### src/lp_pkg.sv
`default_nettype none
package lp_pkg;
	// ==========================================
	// Clock and timing
	localparam int CLK_NS        = 4;
	localparam int WORD_GAP_NS   = 1000;
	localparam int WORD_GAP_CYC  = (WORD_GAP_NS + CLK_NS - 1) / CLK_NS;
	localparam int BUF_WORDS     = 68;

	// ==========================================
	// Channel address fields and director codes
	localparam int EQ_LO         = 7;
	localparam int EQ_HI         = 10;
	localparam int W_LO          = 11;
	localparam int W_HI          = 15;
	localparam logic [1:0] D_DATA  = 2'h0;
	localparam logic [1:0] D_FUNC1 = 2'h1;
	localparam logic [1:0] D_FUNC2 = 2'h3;

	// ==========================================
	// Director function 1 bits
	localparam int F1_CLR        = 0;
	localparam int F1_CLR_INT    = 1;
	localparam int F1_EN_DATA    = 2;
	localparam int F1_EN_EOP     = 3;
	localparam int F1_EN_ALARM   = 4;

	// ==========================================
	// Director function 2 bits
	localparam int F2_PRINT      = 0;
	localparam int F2_SINGLE     = 1;
	localparam int F2_DOUBLE     = 2;
	localparam int F2_TAPE_LO    = 3;
	localparam int F2_TAPE_HI    = 14;
	localparam int F2_PITCH8     = 15;
	localparam int TAPE_LEVELS   = 12;
	localparam int LVL_TOP       = 0;
	localparam int LVL_LAST      = 11;

	// ==========================================
	// Status word bits
	localparam int ST_READY      = 0;
	localparam int ST_BUSY       = 1;
	localparam int ST_INT        = 2;
	localparam int ST_DATA       = 3;
	localparam int ST_EOP        = 4;
	localparam int ST_ALARM      = 5;
	localparam int ST_PROT       = 7;
	localparam int ST_COINC      = 9;
	localparam logic [15:0] STATUS_RESET = 16'h0000;

	// ==========================================
	// Character codes
	localparam logic [6:0] CODE_BLANK = 7'h20;
	localparam logic [6:0] CODE_LAST  = 7'h5f;
	localparam logic [6:0] ROW_OFFSET = 7'h1f;

	// ==========================================
	// Paper motion states, Gray except the wait-to-idle return
	typedef enum logic [1:0] {
		M_IDLE = 2'h0,
		M_STEP = 2'h1,
		M_WAIT = 2'h3
	} motion_e;
endpackage : lp_pkg
`default_nettype wire

### src/sync_bits.sv
`default_nettype none
module sync_bits #(
	parameter int W = 1
) (
	// Clock and reset
	input  wire logic         sys_clk,
	input  wire logic         rst,
	// Data
	input  wire logic [W-1:0] d,
	output logic      [W-1:0] q
);
	logic [W-1:0] meta_r;

	if (W < 1) begin : g_bad_width
		$error("sync_bits width must be positive");
	end

	always_ff @(posedge sys_clk) begin
		if (rst) begin
			meta_r <= '0;
			q      <= '0;
		end else begin
			meta_r <= d;
			q      <= meta_r;
		end
	end
endmodule : sync_bits
`default_nettype wire

### src/drum_row_map.sv
`default_nettype none
module drum_row_map
	import lp_pkg::*;
(
	// Character in
	input  wire logic [6:0] code,
	// Drum row out
	output logic      [6:0] row,
	output logic            legal,
	output logic            blank
);
	// Printable codes run consecutively from the blank upward
	assign legal = (code >= CODE_BLANK) && (code <= CODE_LAST);
	assign row   = legal ? code - ROW_OFFSET : 7'h00;
	assign blank = (code == CODE_BLANK);
endmodule : drum_row_map
`default_nettype wire

### src/printer_status_ctrl.sv
// What this block does
// - Status read to our equipment code gets a reply unless protect is on and protect line low.
// - Ready bit high only when all requirements met and operator made ready.
// - Busy also high from start of any paper motion until it stops.
// - Interrupt bit set whenever an interrupt response is presented.
// - Data bit shows ready for data; with data interrupt enabled, marks it.
// - While filling buffer, data bit follows not-busy per accepted word.
// - Buffer full: not-busy returns, data bit stays low, words rejected.
// - End-of-operation bit set on completion; marks enabled interrupt too.
// - Alarm bit high while any alarm condition exists.
// - Status bits six and ten to fifteen always zero.
// - Bit seven shows the protect switch state.
// - Protect on: accept only instructions with protect line high.
// - Protect off: protect line ignored, all instructions accepted.
// - Bit nine high only when pitch change causes no spacing error.
// - Characters are 7-bit codes, bit zero least significant.
// - Blank code maps to drum row one and prints nothing.
// - Print stacked with paper motion starts both together.
// - Stacked tape stops wait for farthest selected hole.
// - Second ready press drops ready after current operation ends.
// - Single-space switch advances one line even when not ready.
// - Top-of-form seeks level one hole, only with reader interlock closed.
// - Paper out: each single-cycle press allows one line until last-line hole.
// - Pitch lamps show programmed six or eight lines per inch.
`default_nettype none
module printer_status_ctrl
	import lp_pkg::*;
#(
	parameter int BUF_DEPTH = BUF_WORDS
) (
	// Clock and reset
	input  wire logic        sys_clk,
	input  wire logic        rst,
	// Channel
	input  wire logic        chan_read,
	input  wire logic        chan_write,
	input  wire logic        prot_line,
	input  wire logic [15:0] q_bus,
	input  wire logic [15:0] a_in,
	output logic      [15:0] a_out,
	output logic             reply,
	output logic             reject,
	output logic             int_out,
	// Equipment code switches
	input  wire logic [3:0]  equip_sw,
	// Operator controls
	input  wire logic        ready_sw,
	input  wire logic        space_sw,
	input  wire logic        tof_sw,
	input  wire logic        cycle_sw,
	input  wire logic        protect_sw,
	// Printer sensors
	input  wire logic        power_ok,
	input  wire logic        fuses_ok,
	input  wire logic        paper_present,
	input  wire logic        reader_closed,
	input  wire logic        drum_arm_ok,
	input  wire logic        paper_tear,
	input  wire logic        line_adv,
	input  wire logic        print_done,
	input  wire logic        pitch_coinc,
	input  wire logic [11:0] tape_hole,
	// Mechanism commands
	output logic             print_start,
	output logic             paper_step,
	output logic             buf_wr,
	output logic      [6:0]  row_hi,
	output logic      [6:0]  row_lo,
	output logic             blank_hi,
	output logic             blank_lo,
	// Lamps
	output logic             ready_lamp,
	output logic             protect_lamp,
	output logic             pitch6_lamp,
	output logic             pitch8_lamp
);
	if (BUF_DEPTH < 1 || BUF_DEPTH > 255) begin : g_bad_depth
		$error("BUF_DEPTH out of range");
	end

	// ==========================================
	// Pin synchronisers
	localparam int NS = 16 + 16 + 4 + 12 + 17;
	logic [NS-1:0] pins_s;
	logic        rd_s, wr_s, prot_s, rdy_s, sp_s, tof_s, cyc_s, psw_s;
	logic        pwr_s, fus_s, pap_s, rdr_s, arm_s, tear_s, adv_s, pdn_s, coin_s;
	logic [15:0] q_s, a_s;
	logic [3:0]  eq_s;
	logic [11:0] hole_s;

	sync_bits #(.W(NS)) u_sync (
		.sys_clk (sys_clk),
		.rst     (rst),
		.d       ({chan_read, chan_write, prot_line, ready_sw, space_sw, tof_sw,
		           cycle_sw, protect_sw, power_ok, fuses_ok, paper_present,
		           reader_closed, drum_arm_ok, paper_tear, line_adv, print_done,
		           pitch_coinc, q_bus, a_in, equip_sw, tape_hole}),
		.q       (pins_s)
	);
	assign {rd_s, wr_s, prot_s, rdy_s, sp_s, tof_s, cyc_s, psw_s, pwr_s, fus_s,
	        pap_s, rdr_s, arm_s, tear_s, adv_s, pdn_s, coin_s, q_s, a_s, eq_s,
	        hole_s} = pins_s;

	// ==========================================
	// Edge detection of strobes and switches
	logic [7:0] prev_r;
	logic       rd_e, wr_e, rdy_e, sp_e, tof_e, cyc_e, adv_e, pdn_e;

	always_ff @(posedge sys_clk) begin
		if (rst) prev_r <= 8'h00;
		else     prev_r <= {rd_s, wr_s, rdy_s, sp_s, tof_s, cyc_s, adv_s, pdn_s};
	end
	assign {rd_e, wr_e, rdy_e, sp_e, tof_e, cyc_e, adv_e, pdn_e} =
		{rd_s, wr_s, rdy_s, sp_s, tof_s, cyc_s, adv_s, pdn_s} & ~prev_r;

	// ==========================================
	// Request decode
	function automatic logic is_cmd(input logic [15:0] q, input logic [1:0] d);
		is_cmd = (q[1:0] == d);
	endfunction : is_cmd

	logic addr_hit, prot_ok, rd_req, wr_req;
	logic st_req, dat_req, f1_req, f2_req;

	assign addr_hit = (q_s[EQ_HI:EQ_LO] == eq_s) && (q_s[W_HI:W_LO] == '0);
	assign prot_ok  = !psw_s || prot_s;
	assign rd_req   = rd_e && addr_hit;
	assign wr_req   = wr_e && addr_hit;
	assign st_req   = rd_req && q_s[0];
	assign dat_req  = wr_req && is_cmd(q_s, D_DATA);
	assign f1_req   = wr_req && is_cmd(q_s, D_FUNC1);
	assign f2_req   = wr_req && is_cmd(q_s, D_FUNC2);

	// ==========================================
	// State registers
	logic        ready_r, drop_r, print_r, eop_r, eop_irq_r, char_alm_r;
	logic        en_data_r, en_eop_r, en_alm_r, pitch8_r, credit_r, last_r;
	logic [7:0]  cnt_r;
	logic [8:0]  gap_r;
	logic [1:0]  lines_r;
	logic [11:0] mask_r, seen_r;
	motion_e     mst_r, mst_nxt;

	// ==========================================
	// Conditions
	logic reqs_ok, ready_st, moving, busy, full, data_rdy, hard_alm, alarm;
	logic alm_irq, data_irq, int_st;

	assign reqs_ok  = pwr_s && fus_s && (pap_s || credit_r) && rdr_s
	                  && arm_s && !tear_s;
	assign ready_st = ready_r && reqs_ok;
	assign moving   = (mst_r != M_IDLE);
	assign busy     = print_r || moving || (gap_r != '0);
	assign full     = (cnt_r == 8'(BUF_DEPTH));
	assign data_rdy = ready_st && !busy && !full;
	assign hard_alm = !pap_s || tear_s || !fus_s;
	assign alarm    = hard_alm || char_alm_r;
	assign alm_irq  = en_alm_r && alarm;
	assign data_irq = en_data_r && data_rdy;
	assign int_st   = alm_irq || data_irq || eop_irq_r;

	// ==========================================
	// Acceptance
	logic dat_ok, f1_ok, f2_ok, acc_dat, acc_f1, acc_f2, do_clr, do_clr_int;

	assign dat_ok  = ready_st && !full && !busy;
	assign f1_ok   = ready_st;
	assign f2_ok   = ready_st && !busy;
	assign acc_dat = dat_req && prot_ok && dat_ok;
	assign acc_f1  = f1_req && prot_ok && f1_ok;
	assign acc_f2  = f2_req && prot_ok && f2_ok;
	assign do_clr  = acc_f1 && a_s[F1_CLR] && !busy;
	assign do_clr_int = acc_f1 && (a_s[F1_CLR_INT] || a_s[F1_CLR]);

	// ==========================================
	// Character mapping of the two codes in a word
	logic [6:0] row_w [2];
	logic [1:0] legal_w, blank_w;

	for (genvar i = 0; i < 2; i++) begin : g_char
		drum_row_map u_map (
			.code  (a_s[8*i +: 7]),
			.row   (row_w[i]),
			.legal (legal_w[i]),
			.blank (blank_w[i])
		);
	end

	// ==========================================
	// Paper motion requests
	logic        op_move, sp_move, tof_move, start_mv;
	logic [1:0]  start_lines;
	logic [11:0] start_mask, seen_new;
	logic        mv_done, mv_end;

	assign op_move   = acc_f2 && (a_s[F2_SINGLE] || a_s[F2_DOUBLE]
	                   || (a_s[F2_TAPE_HI:F2_TAPE_LO] != '0));
	assign sp_move   = sp_e && pwr_s;
	assign tof_move  = tof_e && rdr_s;
	assign start_mv  = !moving && (op_move || sp_move || tof_move);
	assign start_lines = op_move ? (a_s[F2_DOUBLE] ? 2'h2 : {1'b0, a_s[F2_SINGLE]})
	                   : {1'b0, sp_move};
	assign start_mask  = op_move ? a_s[F2_TAPE_HI:F2_TAPE_LO]
	                   : (sp_move ? '0 : 12'(1 << LVL_TOP));
	assign seen_new  = seen_r | (hole_s & mask_r);
	// Farthest selected hole is the last one to pass the reader
	assign mv_done   = (lines_r <= 2'h1) && ((seen_new & mask_r) == mask_r);
	assign mv_end    = (mst_r == M_WAIT) && adv_e && mv_done;

	always_comb begin
		case (mst_r)
			M_IDLE:  mst_nxt = start_mv ? M_STEP : M_IDLE;
			M_STEP:  mst_nxt = M_WAIT;
			M_WAIT:  mst_nxt = !adv_e ? M_WAIT : (mv_done ? M_IDLE : M_STEP);
			default: mst_nxt = M_IDLE;
		endcase
	end

	always_ff @(posedge sys_clk) begin
		if (rst) begin
			mst_r   <= M_IDLE;
			lines_r <= 2'h0;
			mask_r  <= '0;
			seen_r  <= '0;
		end else begin
			mst_r <= mst_nxt;
			if (start_mv) begin
				lines_r <= start_lines;
				mask_r  <= start_mask;
				seen_r  <= '0;
			end else if (mst_r == M_WAIT && adv_e) begin
				lines_r <= (lines_r != 2'h0) ? lines_r - 2'h1 : 2'h0;
				seen_r  <= seen_new;
			end
		end
	end

	// ==========================================
	// Print, buffer fill and word pacing
	logic op_end, prn_go;

	assign prn_go = acc_f2 && a_s[F2_PRINT];
	assign op_end = (print_r && pdn_e) || mv_end;

	always_ff @(posedge sys_clk) begin
		if (rst) begin
			print_r <= 1'b0;
			cnt_r   <= 8'h00;
			gap_r   <= '0;
		end else begin
			if (prn_go)                 print_r <= 1'b1;
			else if (pdn_e || do_clr)   print_r <= 1'b0;
			if (pdn_e || do_clr)        cnt_r <= 8'h00;
			else if (acc_dat)           cnt_r <= cnt_r + 8'h01;
			if (acc_dat)                gap_r <= 9'(WORD_GAP_CYC);
			else if (gap_r != '0)       gap_r <= gap_r - 9'h001;
		end
	end

	// ==========================================
	// Operator ready, single cycle credit
	always_ff @(posedge sys_clk) begin
		if (rst) begin
			ready_r  <= 1'b0;
			drop_r   <= 1'b0;
			credit_r <= 1'b0;
			last_r   <= 1'b0;
		end else begin
			if (rdy_e && !ready_r && reqs_ok) ready_r <= 1'b1;
			else if (!reqs_ok || (drop_r && !busy)) ready_r <= 1'b0;
			if (rdy_e && ready_r)   drop_r <= 1'b1;
			else if (!ready_r)      drop_r <= 1'b0;
			if (pap_s)              last_r <= 1'b0;
			else if (adv_e && hole_s[LVL_LAST]) last_r <= 1'b1;
			if (cyc_e && !last_r && !pap_s) credit_r <= 1'b1;
			else if (pap_s || prn_go)       credit_r <= 1'b0;
		end
	end

	// ==========================================
	// Interrupt enables, end of operation, alarms, pitch
	always_ff @(posedge sys_clk) begin
		if (rst) begin
			en_data_r  <= 1'b0;
			en_eop_r   <= 1'b0;
			en_alm_r   <= 1'b0;
			eop_r      <= 1'b0;
			eop_irq_r  <= 1'b0;
			char_alm_r <= 1'b0;
			pitch8_r   <= 1'b0;
		end else begin
			// Clear acts first, stacked enables then set
			if (acc_f1) begin
				en_data_r <= a_s[F1_EN_DATA] || (en_data_r && !do_clr_int);
				en_eop_r  <= a_s[F1_EN_EOP]  || (en_eop_r  && !do_clr_int);
				en_alm_r  <= a_s[F1_EN_ALARM] || (en_alm_r && !do_clr_int);
			end
			// New completion wins over a clear in the same cycle
			if (op_end)               eop_r <= 1'b1;
			else if (do_clr || acc_f2) eop_r <= 1'b0;
			if (op_end && en_eop_r)   eop_irq_r <= 1'b1;
			else if (do_clr_int)      eop_irq_r <= 1'b0;
			if (acc_dat && legal_w != 2'h3) char_alm_r <= 1'b1;
			else if (do_clr || prn_go)      char_alm_r <= 1'b0;
			if (acc_f2 && a_s[F2_PITCH8]) pitch8_r <= 1'b1;
			else if (do_clr)              pitch8_r <= 1'b0;
		end
	end

	// ==========================================
	// Status word
	logic [15:0] status_w;

	always_comb begin
		status_w           = STATUS_RESET;
		status_w[ST_READY] = ready_st;
		status_w[ST_BUSY]  = busy;
		status_w[ST_INT]   = int_st;
		status_w[ST_DATA]  = data_rdy;
		status_w[ST_EOP]   = eop_r;
		status_w[ST_ALARM] = alarm;
		status_w[ST_PROT]  = psw_s;
		status_w[ST_COINC] = coin_s;
	end

	// ==========================================
	// Channel answers and mechanism outputs
	logic any_req, any_acc;

	assign any_req = st_req || dat_req || f1_req || f2_req;
	assign any_acc = (st_req && prot_ok) || acc_dat || acc_f1 || acc_f2;

	always_ff @(posedge sys_clk) begin
		if (rst) begin
			a_out       <= STATUS_RESET;
			reply       <= 1'b0;
			reject      <= 1'b0;
			int_out     <= 1'b0;
			print_start <= 1'b0;
			paper_step  <= 1'b0;
			buf_wr      <= 1'b0;
			row_hi      <= 7'h00;
			row_lo      <= 7'h00;
			blank_hi    <= 1'b0;
			blank_lo    <= 1'b0;
		end else begin
			if (st_req && prot_ok) a_out <= status_w;
			reply       <= any_req && any_acc;
			reject      <= any_req && !any_acc;
			int_out     <= int_st;
			print_start <= prn_go;
			paper_step  <= (mst_r == M_STEP);
			buf_wr      <= acc_dat;
			if (acc_dat) begin
				row_lo   <= row_w[0];
				row_hi   <= row_w[1];
				blank_lo <= blank_w[0];
				blank_hi <= blank_w[1];
			end
		end
	end

	// ==========================================
	// Lamps
	assign ready_lamp   = ready_st;
	assign protect_lamp = psw_s;
	assign pitch6_lamp  = !pitch8_r;
	assign pitch8_lamp  = pitch8_r;
endmodule : printer_status_ctrl
`default_nettype wire

### config.mk
export PLATFORM = sky130hd
export DESIGN_NAME = printer_status_ctrl
export DESIGN_NICKNAME = d
export VERILOG_FILES = /design/src/lp_pkg.sv /design/src/sync_bits.sv /design/src/drum_row_map.sv /design/src/printer_status_ctrl.sv
export SDC_FILE = /design/constraint.sdc
export NUM_CORES = 1
export LEC_CHECK = 0
export BUFFER_PORTS_ARGS = -buffer_cell sky130_fd_sc_hd__buf_2
export CORE_UTILIZATION = 56
export DETAILED_ROUTE_END_ITERATION = 8
export PLACE_DENSITY_LB_ADDON = 0.12
export SYNTH_ARGS = -nofsm -noshare
export SYNTH_HDL_FRONTEND = slang
export SYNTH_SLANG_ARGS = --single-unit
### constraint.sdc
create_clock -name sys_clk -period 3.23 [get_ports sys_clk]
set_clock_uncertainty 0.15 [all_clocks]
set_input_delay 0.969 -clock sys_clk [delete_from_list [all_inputs] [get_ports sys_clk]]
set_output_delay 0.969 -clock sys_clk [all_outputs]
set_load 0.01 [all_outputs]
==> flow_metrics.env, run 1 <==
export IMPL_cp_end_kind="flop"
export IMPL_grt_overflow_total=0
export IMPL_netlist_area_leader_share=0.580
export IMPL_drc=0
export IMPL_initial_core_util=0.581
export IMPL_via_per_inst=5.17
export IMPL_coreArea_um2=12800
export IMPL_r2r_start="gap_r[0]$_SDFFE_PP0P_"
export IMPL_cts_buffers=22
export IMPL_final_nets=914
export IMPL_min_from="u_sync.meta_r[64]$_SDFF_PP0_"
export IMPL_setup_ws_ps=376
export IMPL_drive_gt1_frac=0.171
export IMPL_diodes=0
export IMPL_yosys_area_share_adder=0.0135
export IMPL_p_leak_uw=0.00359
export IMPL_fin_crit_sh=0.883
export IMPL_routabilityCongestion=0.822
export IMPL_portBuffers=95
export IMPL_setup_viol=0
export IMPL_cp_arrival_ps=3090
export IMPL_drt_pass1_iter_count=4
export IMPL_root_buffer="clkbuf_16"
export IMPL_fmax_ghz=0.350
export IMPL_placementRows=41
export IMPL_fin_util=0.691
export IMPL_r2r_end="mask_r[10]$_SDFFE_PP0P_"
export IMPL_fin_hold_ws_ps=282
export IMPL_p_per_area_nw_per_um2=692
export IMPL_post_place_ws_ps=394
export IMPL_synth_top_area_cell="dfxtp_1"
export IMPL_async_flop_share=0
export IMPL_synth_cells=744
export IMPL_netlist_area_um2=7420
export IMPL_tns_ps=0
export IMPL_whs_path_depth=1
export IMPL_n_fill_cell=1011
export IMPL_required_ps=3460
export IMPL_final_hold_violation_count=0
export IMPL_slew_violations=0
export IMPL_layout_min_cycle_time_ps=2850
export IMPL_worstSetupStartpointType="flop"
export IMPL_hold_class="reg -> reg"
export IMPL_synth_ff_type="dfxtp_1"
export IMPL_clock_sinks=215
export IMPL_avgSynthCellArea_um2=9.97
export IMPL_ant_nets=0
export IMPL_slew_limit_headroom=0.617
export IMPL_maxCapViolCount=0
export IMPL_synth_xor_area_frac=0.0272
export IMPL_first_global_vias=5045
export IMPL_post_synth_top_count_cell="dfxtp_1"
export IMPL_r2r_slack_ps=380
export IMPL_syn2layout_area_growth_pct=19.0
export IMPL_yosys_top_cells_count="215 x dfxtp_1, 135 x nor2b_1, 59 x nor2_1"
export IMPL_outcome="complete, no violations"
export IMPL_synth_yosys_seq_area_share=0.580
export IMPL_routed_wl_um=13900
export IMPL_synth_enable_flop_cells=0
export IMPL_wl_per_cell_um=13.5
export IMPL_cts_resized=0
export IMPL_synth_cell_types=55
export IMPL_post_cts_buffers=0
export IMPL_drt_iter0_markers=326
export IMPL_total_power_uw=6110
export IMPL_dieArea_um2=13700
export IMPL_cts_tree="built"
export IMPL_die_h_um=117
export IMPL_reg2reg_depth=10
export IMPL_ys_seq_elements=215
export IMPL_synth_top_family_by_area="simple AND/OR/NAND/NOR gates"
export IMPL_synth_area_leaders="dfxtp_1 58%, nor2b_1 11%, nor2_1 3.0%"
export IMPL_crit_fanout=11
export IMPL_rsz0062_at_grt="false"
export IMPL_grt_max_degree=123
export IMPL_cts_buffer_depth=3
export IMPL_synth_simple_area_share=0.256
export IMPL_io_pins=109
export IMPL_yosysWarnings=0
export IMPL_worst_pin_slew_ps=575
export IMPL_cts_reportedPaths_clkPinSlew_ps=60
export IMPL_die_w_um=117
export IMPL_grt_use_total=0.207
export IMPL_place_hpwl_um=9400
export IMPL_htree_levels=1
export IMPL_antenna_found_initial=0
export IMPL_num_vias=5308
export IMPL_ctsHoldBuffers=0
export IMPL_whs_endpoint="u_sync.q[64]$_SDFF_PP0_"
export IMPL_critPathKind="reg -> reg"
export IMPL_grt_pass1_wl_um=22700
export IMPL_synth_mux_area_frac=0.00405
export IMPL_clk_insertion_delay_late_ps=490
export IMPL_irDropWorstVdd_mv=0.442
export IMPL_synth_compound_area_share=0.0818
final cells by class:
type                            instances  area, um2  area share
Clock buffer                           27        601      0.0680
Tap cell                              172        215      0.0244
Sequential cell                       215       4300       0.488
Timing Repair Buffer                  105        566      0.0641
Multi-Input combinational cell        474       2870       0.325
Inverter                               21       78.8     0.00893
Clock inverter                         12        193      0.0218
worst max-delay path by stage:
| stage | to | start | slack, ps | cells past startpoint |
|---|---|---|---|---|
| 2_1_floorplan | row_hi[6]$_SDFFE_PP0P_ | gap_r[0]$_SDFFE_PP0P_ | 420 | 9 |
| 3_3_place_gp | mask_r[9]$_SDFFE_PP0P_ | gap_r[0]$_SDFFE_PP0P_ | 470 | 10 |
| 3_5_place_dp | mask_r[3]$_SDFFE_PP0P_ | gap_r[0]$_SDFFE_PP0P_ | 390 | 10 |
| 4_1_cts | ready_lamp | u_sync.q[51]$_SDFF_PP0_ | 360 | 3 |
| 5_1_grt | mask_r[1]$_SDFFE_PP0P_ | gap_r[0]$_SDFFE_PP0P_ | 160 | 10 |
| 6_report | mask_r[10]$_SDFFE_PP0P_ | gap_r[0]$_SDFFE_PP0P_ | 380 | 10 |
placed cells by master, fill, tap and decap left out, types with 2 or more instances in the layout:
master | netlist | final
conb_1 | 1 | 8
nand2b_1 | 5 | 5
a311oi_1 | 2 | 2
bufinv_16 | 0 | 5
nand3_1 | 22 | 22
o32ai_1 | 4 | 4
a21oi_1 | 32 | 32
or4_1 | 3 | 3
buf_4 | 8 | 10
xor2_1 | 10 | 10
dfxtp_1 | 215 | 215
nor2b_1 | 135 | 135
a22o_1 | 11 | 11
nor3_1 | 21 | 21
nor3b_1 | 14 | 14
nand3b_1 | 5 | 5
clkbuf_1 | 31 | 3
and4_1 | 2 | 2
mux2i_1 | 3 | 3
a31oi_1 | 15 | 15
inv_1 | 21 | 21
clkinvlp_4 | 0 | 3
o21ai_1 | 3 | 3
or2_2 | 2 | 2
a311o_1 | 2 | 2
clkbuf_16 | 0 | 23
nand4_1 | 5 | 5
o21ai_0 | 4 | 4
buf_2 | 0 | 94
clkinv_2 | 0 | 4
xnor2_1 | 13 | 13
nor2_1 | 59 | 59
nand2_1 | 44 | 44
ha_1 | 8 | 8
and2_1 | 2 | 2
nor4_1 | 10 | 10
and3_1 | 2 | 2
o2111ai_1 | 2 | 2
o211a_1 | 2 | 2
a211oi_1 | 6 | 6
metrics by stage:
step	cell area (um2)	std cells
after floorplan	7450	751
after global placement	8040	987
after detailed placement	8040	987
after CTS	8830	1026
after global routing	8830	1026
final	8830	1026
state kept, by name (all words and copies together), names as in the netlist, 7 cells and up:
signal	count
a_out	8
cnt_r	8
gap_r	9
mask_r	12
prev_r	8
row_hi	7
row_lo	7
seen_r	12
u_sync.meta_r	60
u_sync.q	60
report_power, final:
| group | internal, uW | switching (uW) |
|---|---|---|
| registers | 2770 | 79.8 |
| clock network | 1720 | 986 |
| logic | 250 | 296 |
logic make-up after synthesis:
group / after synthesis
flip-flops: 215
other: 1
AO/OA/AOI/OAI: 91
multiplexers: 3
AND/OR/NAND/NOR: 341
XOR/XNOR: 23
buffers and inverters: 62
adder cells (fa/ha/maj): 8
critical path: stages (launching register included):
cell      delay (ps)
dfxtp_1          330
inv_1             80
ha_1             160
or4b_1           550
nor4_4           250
buf_4            240
nand3_1          110
nor2_1           300
a311oi_1         140
buf_4            210
a22o_1           230
layer usage:
layer,GRT usage,vias to the layer above,routed length [um]
met5,0,-,0
met1,0.254,2469,6180
met3,0.0386,25,707
met2,0.365,149,6750
met4,0.0734,0,236
li1,-,2665,-
Power figures use the tool's default switching activity.
==> run 2: changes to the inputs <==
- RECOVER_POWER: default -> 50
==> flow_metrics.env, run 2 (synthesis gave the netlist of run 1 again) <==
export IMPL_via_per_inst=5.16
export IMPL_drive_gt1_frac=0.170
export IMPL_cts_buffers=22
export IMPL_die_w_um=117
export IMPL_cts_reportedPaths_clkPinSlew_ps=60
export IMPL_routabilityCongestion=0.822
export IMPL_slew_violations=0
export IMPL_ctsHoldBuffers=0
export IMPL_coreArea_um2=12800
export IMPL_slowest_delay_ps=560
export IMPL_drt_iter0_markers=310
export IMPL_cp_end_kind="flop"
export IMPL_outcome="complete, no violations"
export IMPL_initial_core_util=0.581
export IMPL_ant_nets=0
export IMPL_drt_pass1_iter_count=4
export IMPL_dieArea_um2=13700
export IMPL_antenna_found_initial=0
export IMPL_r2r_slack_ps=340
export IMPL_total_power_uw=6110
export IMPL_p_leak_uw=0.00359
export IMPL_whs_path_depth=1
export IMPL_critical_path_slowest_cell="or4b_1"
export IMPL_reg2reg_depth=10
export IMPL_clk_insertion_delay_late_ps=490
export IMPL_die_h_um=117
export IMPL_tns_ps=0
export IMPL_setup_viol=0
export IMPL_root_buffer="clkbuf_16"
export IMPL_fin_crit_sh=0.894
export IMPL_cts_resized=0
export IMPL_n_fill_cell=1016
export IMPL_crit_fanout=11
export IMPL_clock_sinks=215
export IMPL_hold_class="reg -> reg"
export IMPL_wl_per_cell_um=13.5
export IMPL_drc=0
export IMPL_layout_cells_most_common="dfxtp_1"
export IMPL_r2r_start="gap_r[0]$_SDFFE_PP0P_"
export IMPL_grt_overflow_total=0
export IMPL_syn2layout_area_growth_pct=18.7
export IMPL_num_vias=5290
export IMPL_grt_max_degree=123
export IMPL_min_from="u_sync.meta_r[31]$_SDFF_PP0_"
export IMPL_worstSetupStartpointType="flop"
export IMPL_final_hold_violation_count=0
export IMPL_fmax_ghz=0.346
export IMPL_diodes=0
export IMPL_first_global_vias=5045
export IMPL_routed_wl_um=13800
export IMPL_layout_min_cycle_time_ps=2890
export IMPL_irDropWorstVdd_mv=0.442
export IMPL_reg_top3="u_sync.meta_r (60), u_sync.q (60)"
export IMPL_rsz0062_at_grt="false"
export IMPL_slew_limit_headroom=0.239
export IMPL_cts_tree="built"
export IMPL_cts_buffer_depth=3
export IMPL_placementRows=41
export IMPL_final_cell_mix="215 x dfxtp_1, 135 x nor2b_1, 94 x buf_2"
export IMPL_place_hpwl_um=9400
export IMPL_required_ps=3460
export IMPL_io_pins=109
export IMPL_r2r_end="mask_r[10]$_SDFFE_PP0P_"
export IMPL_grt_use_total=0.207
export IMPL_critPathMostFrequentCell="buf_4"
export IMPL_whs_endpoint="u_sync.q[31]$_SDFF_PP0_"
export IMPL_worst_pin_slew_ps=1140
export IMPL_crit_chain="inv_1 > ha_1 > or4b_1 > nor4_4 > buf_4 > nand3_1 > nor2_1 > a311oi_1 > buf_4 > a22o_1"
export IMPL_cp_arrival_ps=3120
export IMPL_post_cts_buffers=0
export IMPL_p_per_area_nw_per_um2=693
export IMPL_final_nets=914
export IMPL_critPathKind="reg -> reg"
export IMPL_htree_levels=1
export IMPL_grt_pass1_wl_um=22700
export IMPL_maxCapViolCount=0
export IMPL_portBuffers=95
[run 2: cell count changes in the layout (fill, tap and decap cells not counted)]
cell	delta
buf_12	-1
clkbuf_2	+1
buf_4	-2
clkbuf_1	+1
clkbuf_4	+1
[run 2: layout make-up]
cell class | count | area (um2) | area share
Sequential cell | 215 | 4300 | 0.489
Multi-Input combinational cell | 474 | 2870 | 0.326
Clock buffer | 27 | 601 | 0.0682
Timing Repair Buffer | 105 | 547 | 0.0621
Tap cell | 172 | 215 | 0.0244
Clock inverter | 12 | 193 | 0.0219
Inverter | 21 | 78.8 | 0.00895
[run 2: how the worst max path moves through the flow]
stage / slack [ps] / startpoint / end / depth (start not counted)
2_1_floorplan: 420 / gap_r[0]$_SDFFE_PP0P_ / row_hi[6]$_SDFFE_PP0P_ / 9
3_3_place_gp: 470 / gap_r[0]$_SDFFE_PP0P_ / mask_r[9]$_SDFFE_PP0P_ / 10
3_5_place_dp: 390 / gap_r[0]$_SDFFE_PP0P_ / mask_r[3]$_SDFFE_PP0P_ / 10
4_1_cts: 360 / u_sync.q[51]$_SDFF_PP0_ / ready_lamp / 3
5_1_grt: 150 / gap_r[0]$_SDFFE_PP0P_ / mask_r[1]$_SDFFE_PP0P_ / 10
6_report: 340 / gap_r[0]$_SDFFE_PP0P_ / mask_r[10]$_SDFFE_PP0P_ / 10
[run 2: worst max-delay path: cells and delay by family, from the launching register on]
family | cells | cell delay (ps)
and+or+nand+nor | 4 | 1220
DFF | 1 | 330
AOI/OAI and AO/OA | 2 | 380
buffers and inverters | 3 | 530
adders and majority gates | 1 | 160
[run 2: power by group]
group	total, uW	switching (uW)	internal, uW
Combinational	543	295	247
Sequential	2850	79.8	2770
Clock	2710	987	1720
Total	6110	1360	4740
[run 2: stage by stage]
| step | instance area (um2) | util | worst slack (ps) | cells | hold slack (ps) |
|---|---|---|---|---|---|
| final | 8810 | 0.690 | 343 | 1026 | 283 |
| after global placement | 8040 | 0.629 | 469 | 987 | 268 |
| after CTS | 8830 | 0.691 | 364 | 1026 | 284 |
| after floorplan | 7450 | - | 422 | 751 | 264 |
| after global routing | 8810 | 0.690 | 149 | 1026 | 301 |
| after detailed placement | 8040 | 0.629 | 394 | 987 | 270 |
[run 2: metal layers]
metal	GRT usage	vias to the layer above	part of all wire
met5	0	-	0
met4	0.0734	0	0.018
met3	0.0386	25	0.051
met2	0.365	149	0.49
met1	0.254	2454	0.45
li1	-	2662	-
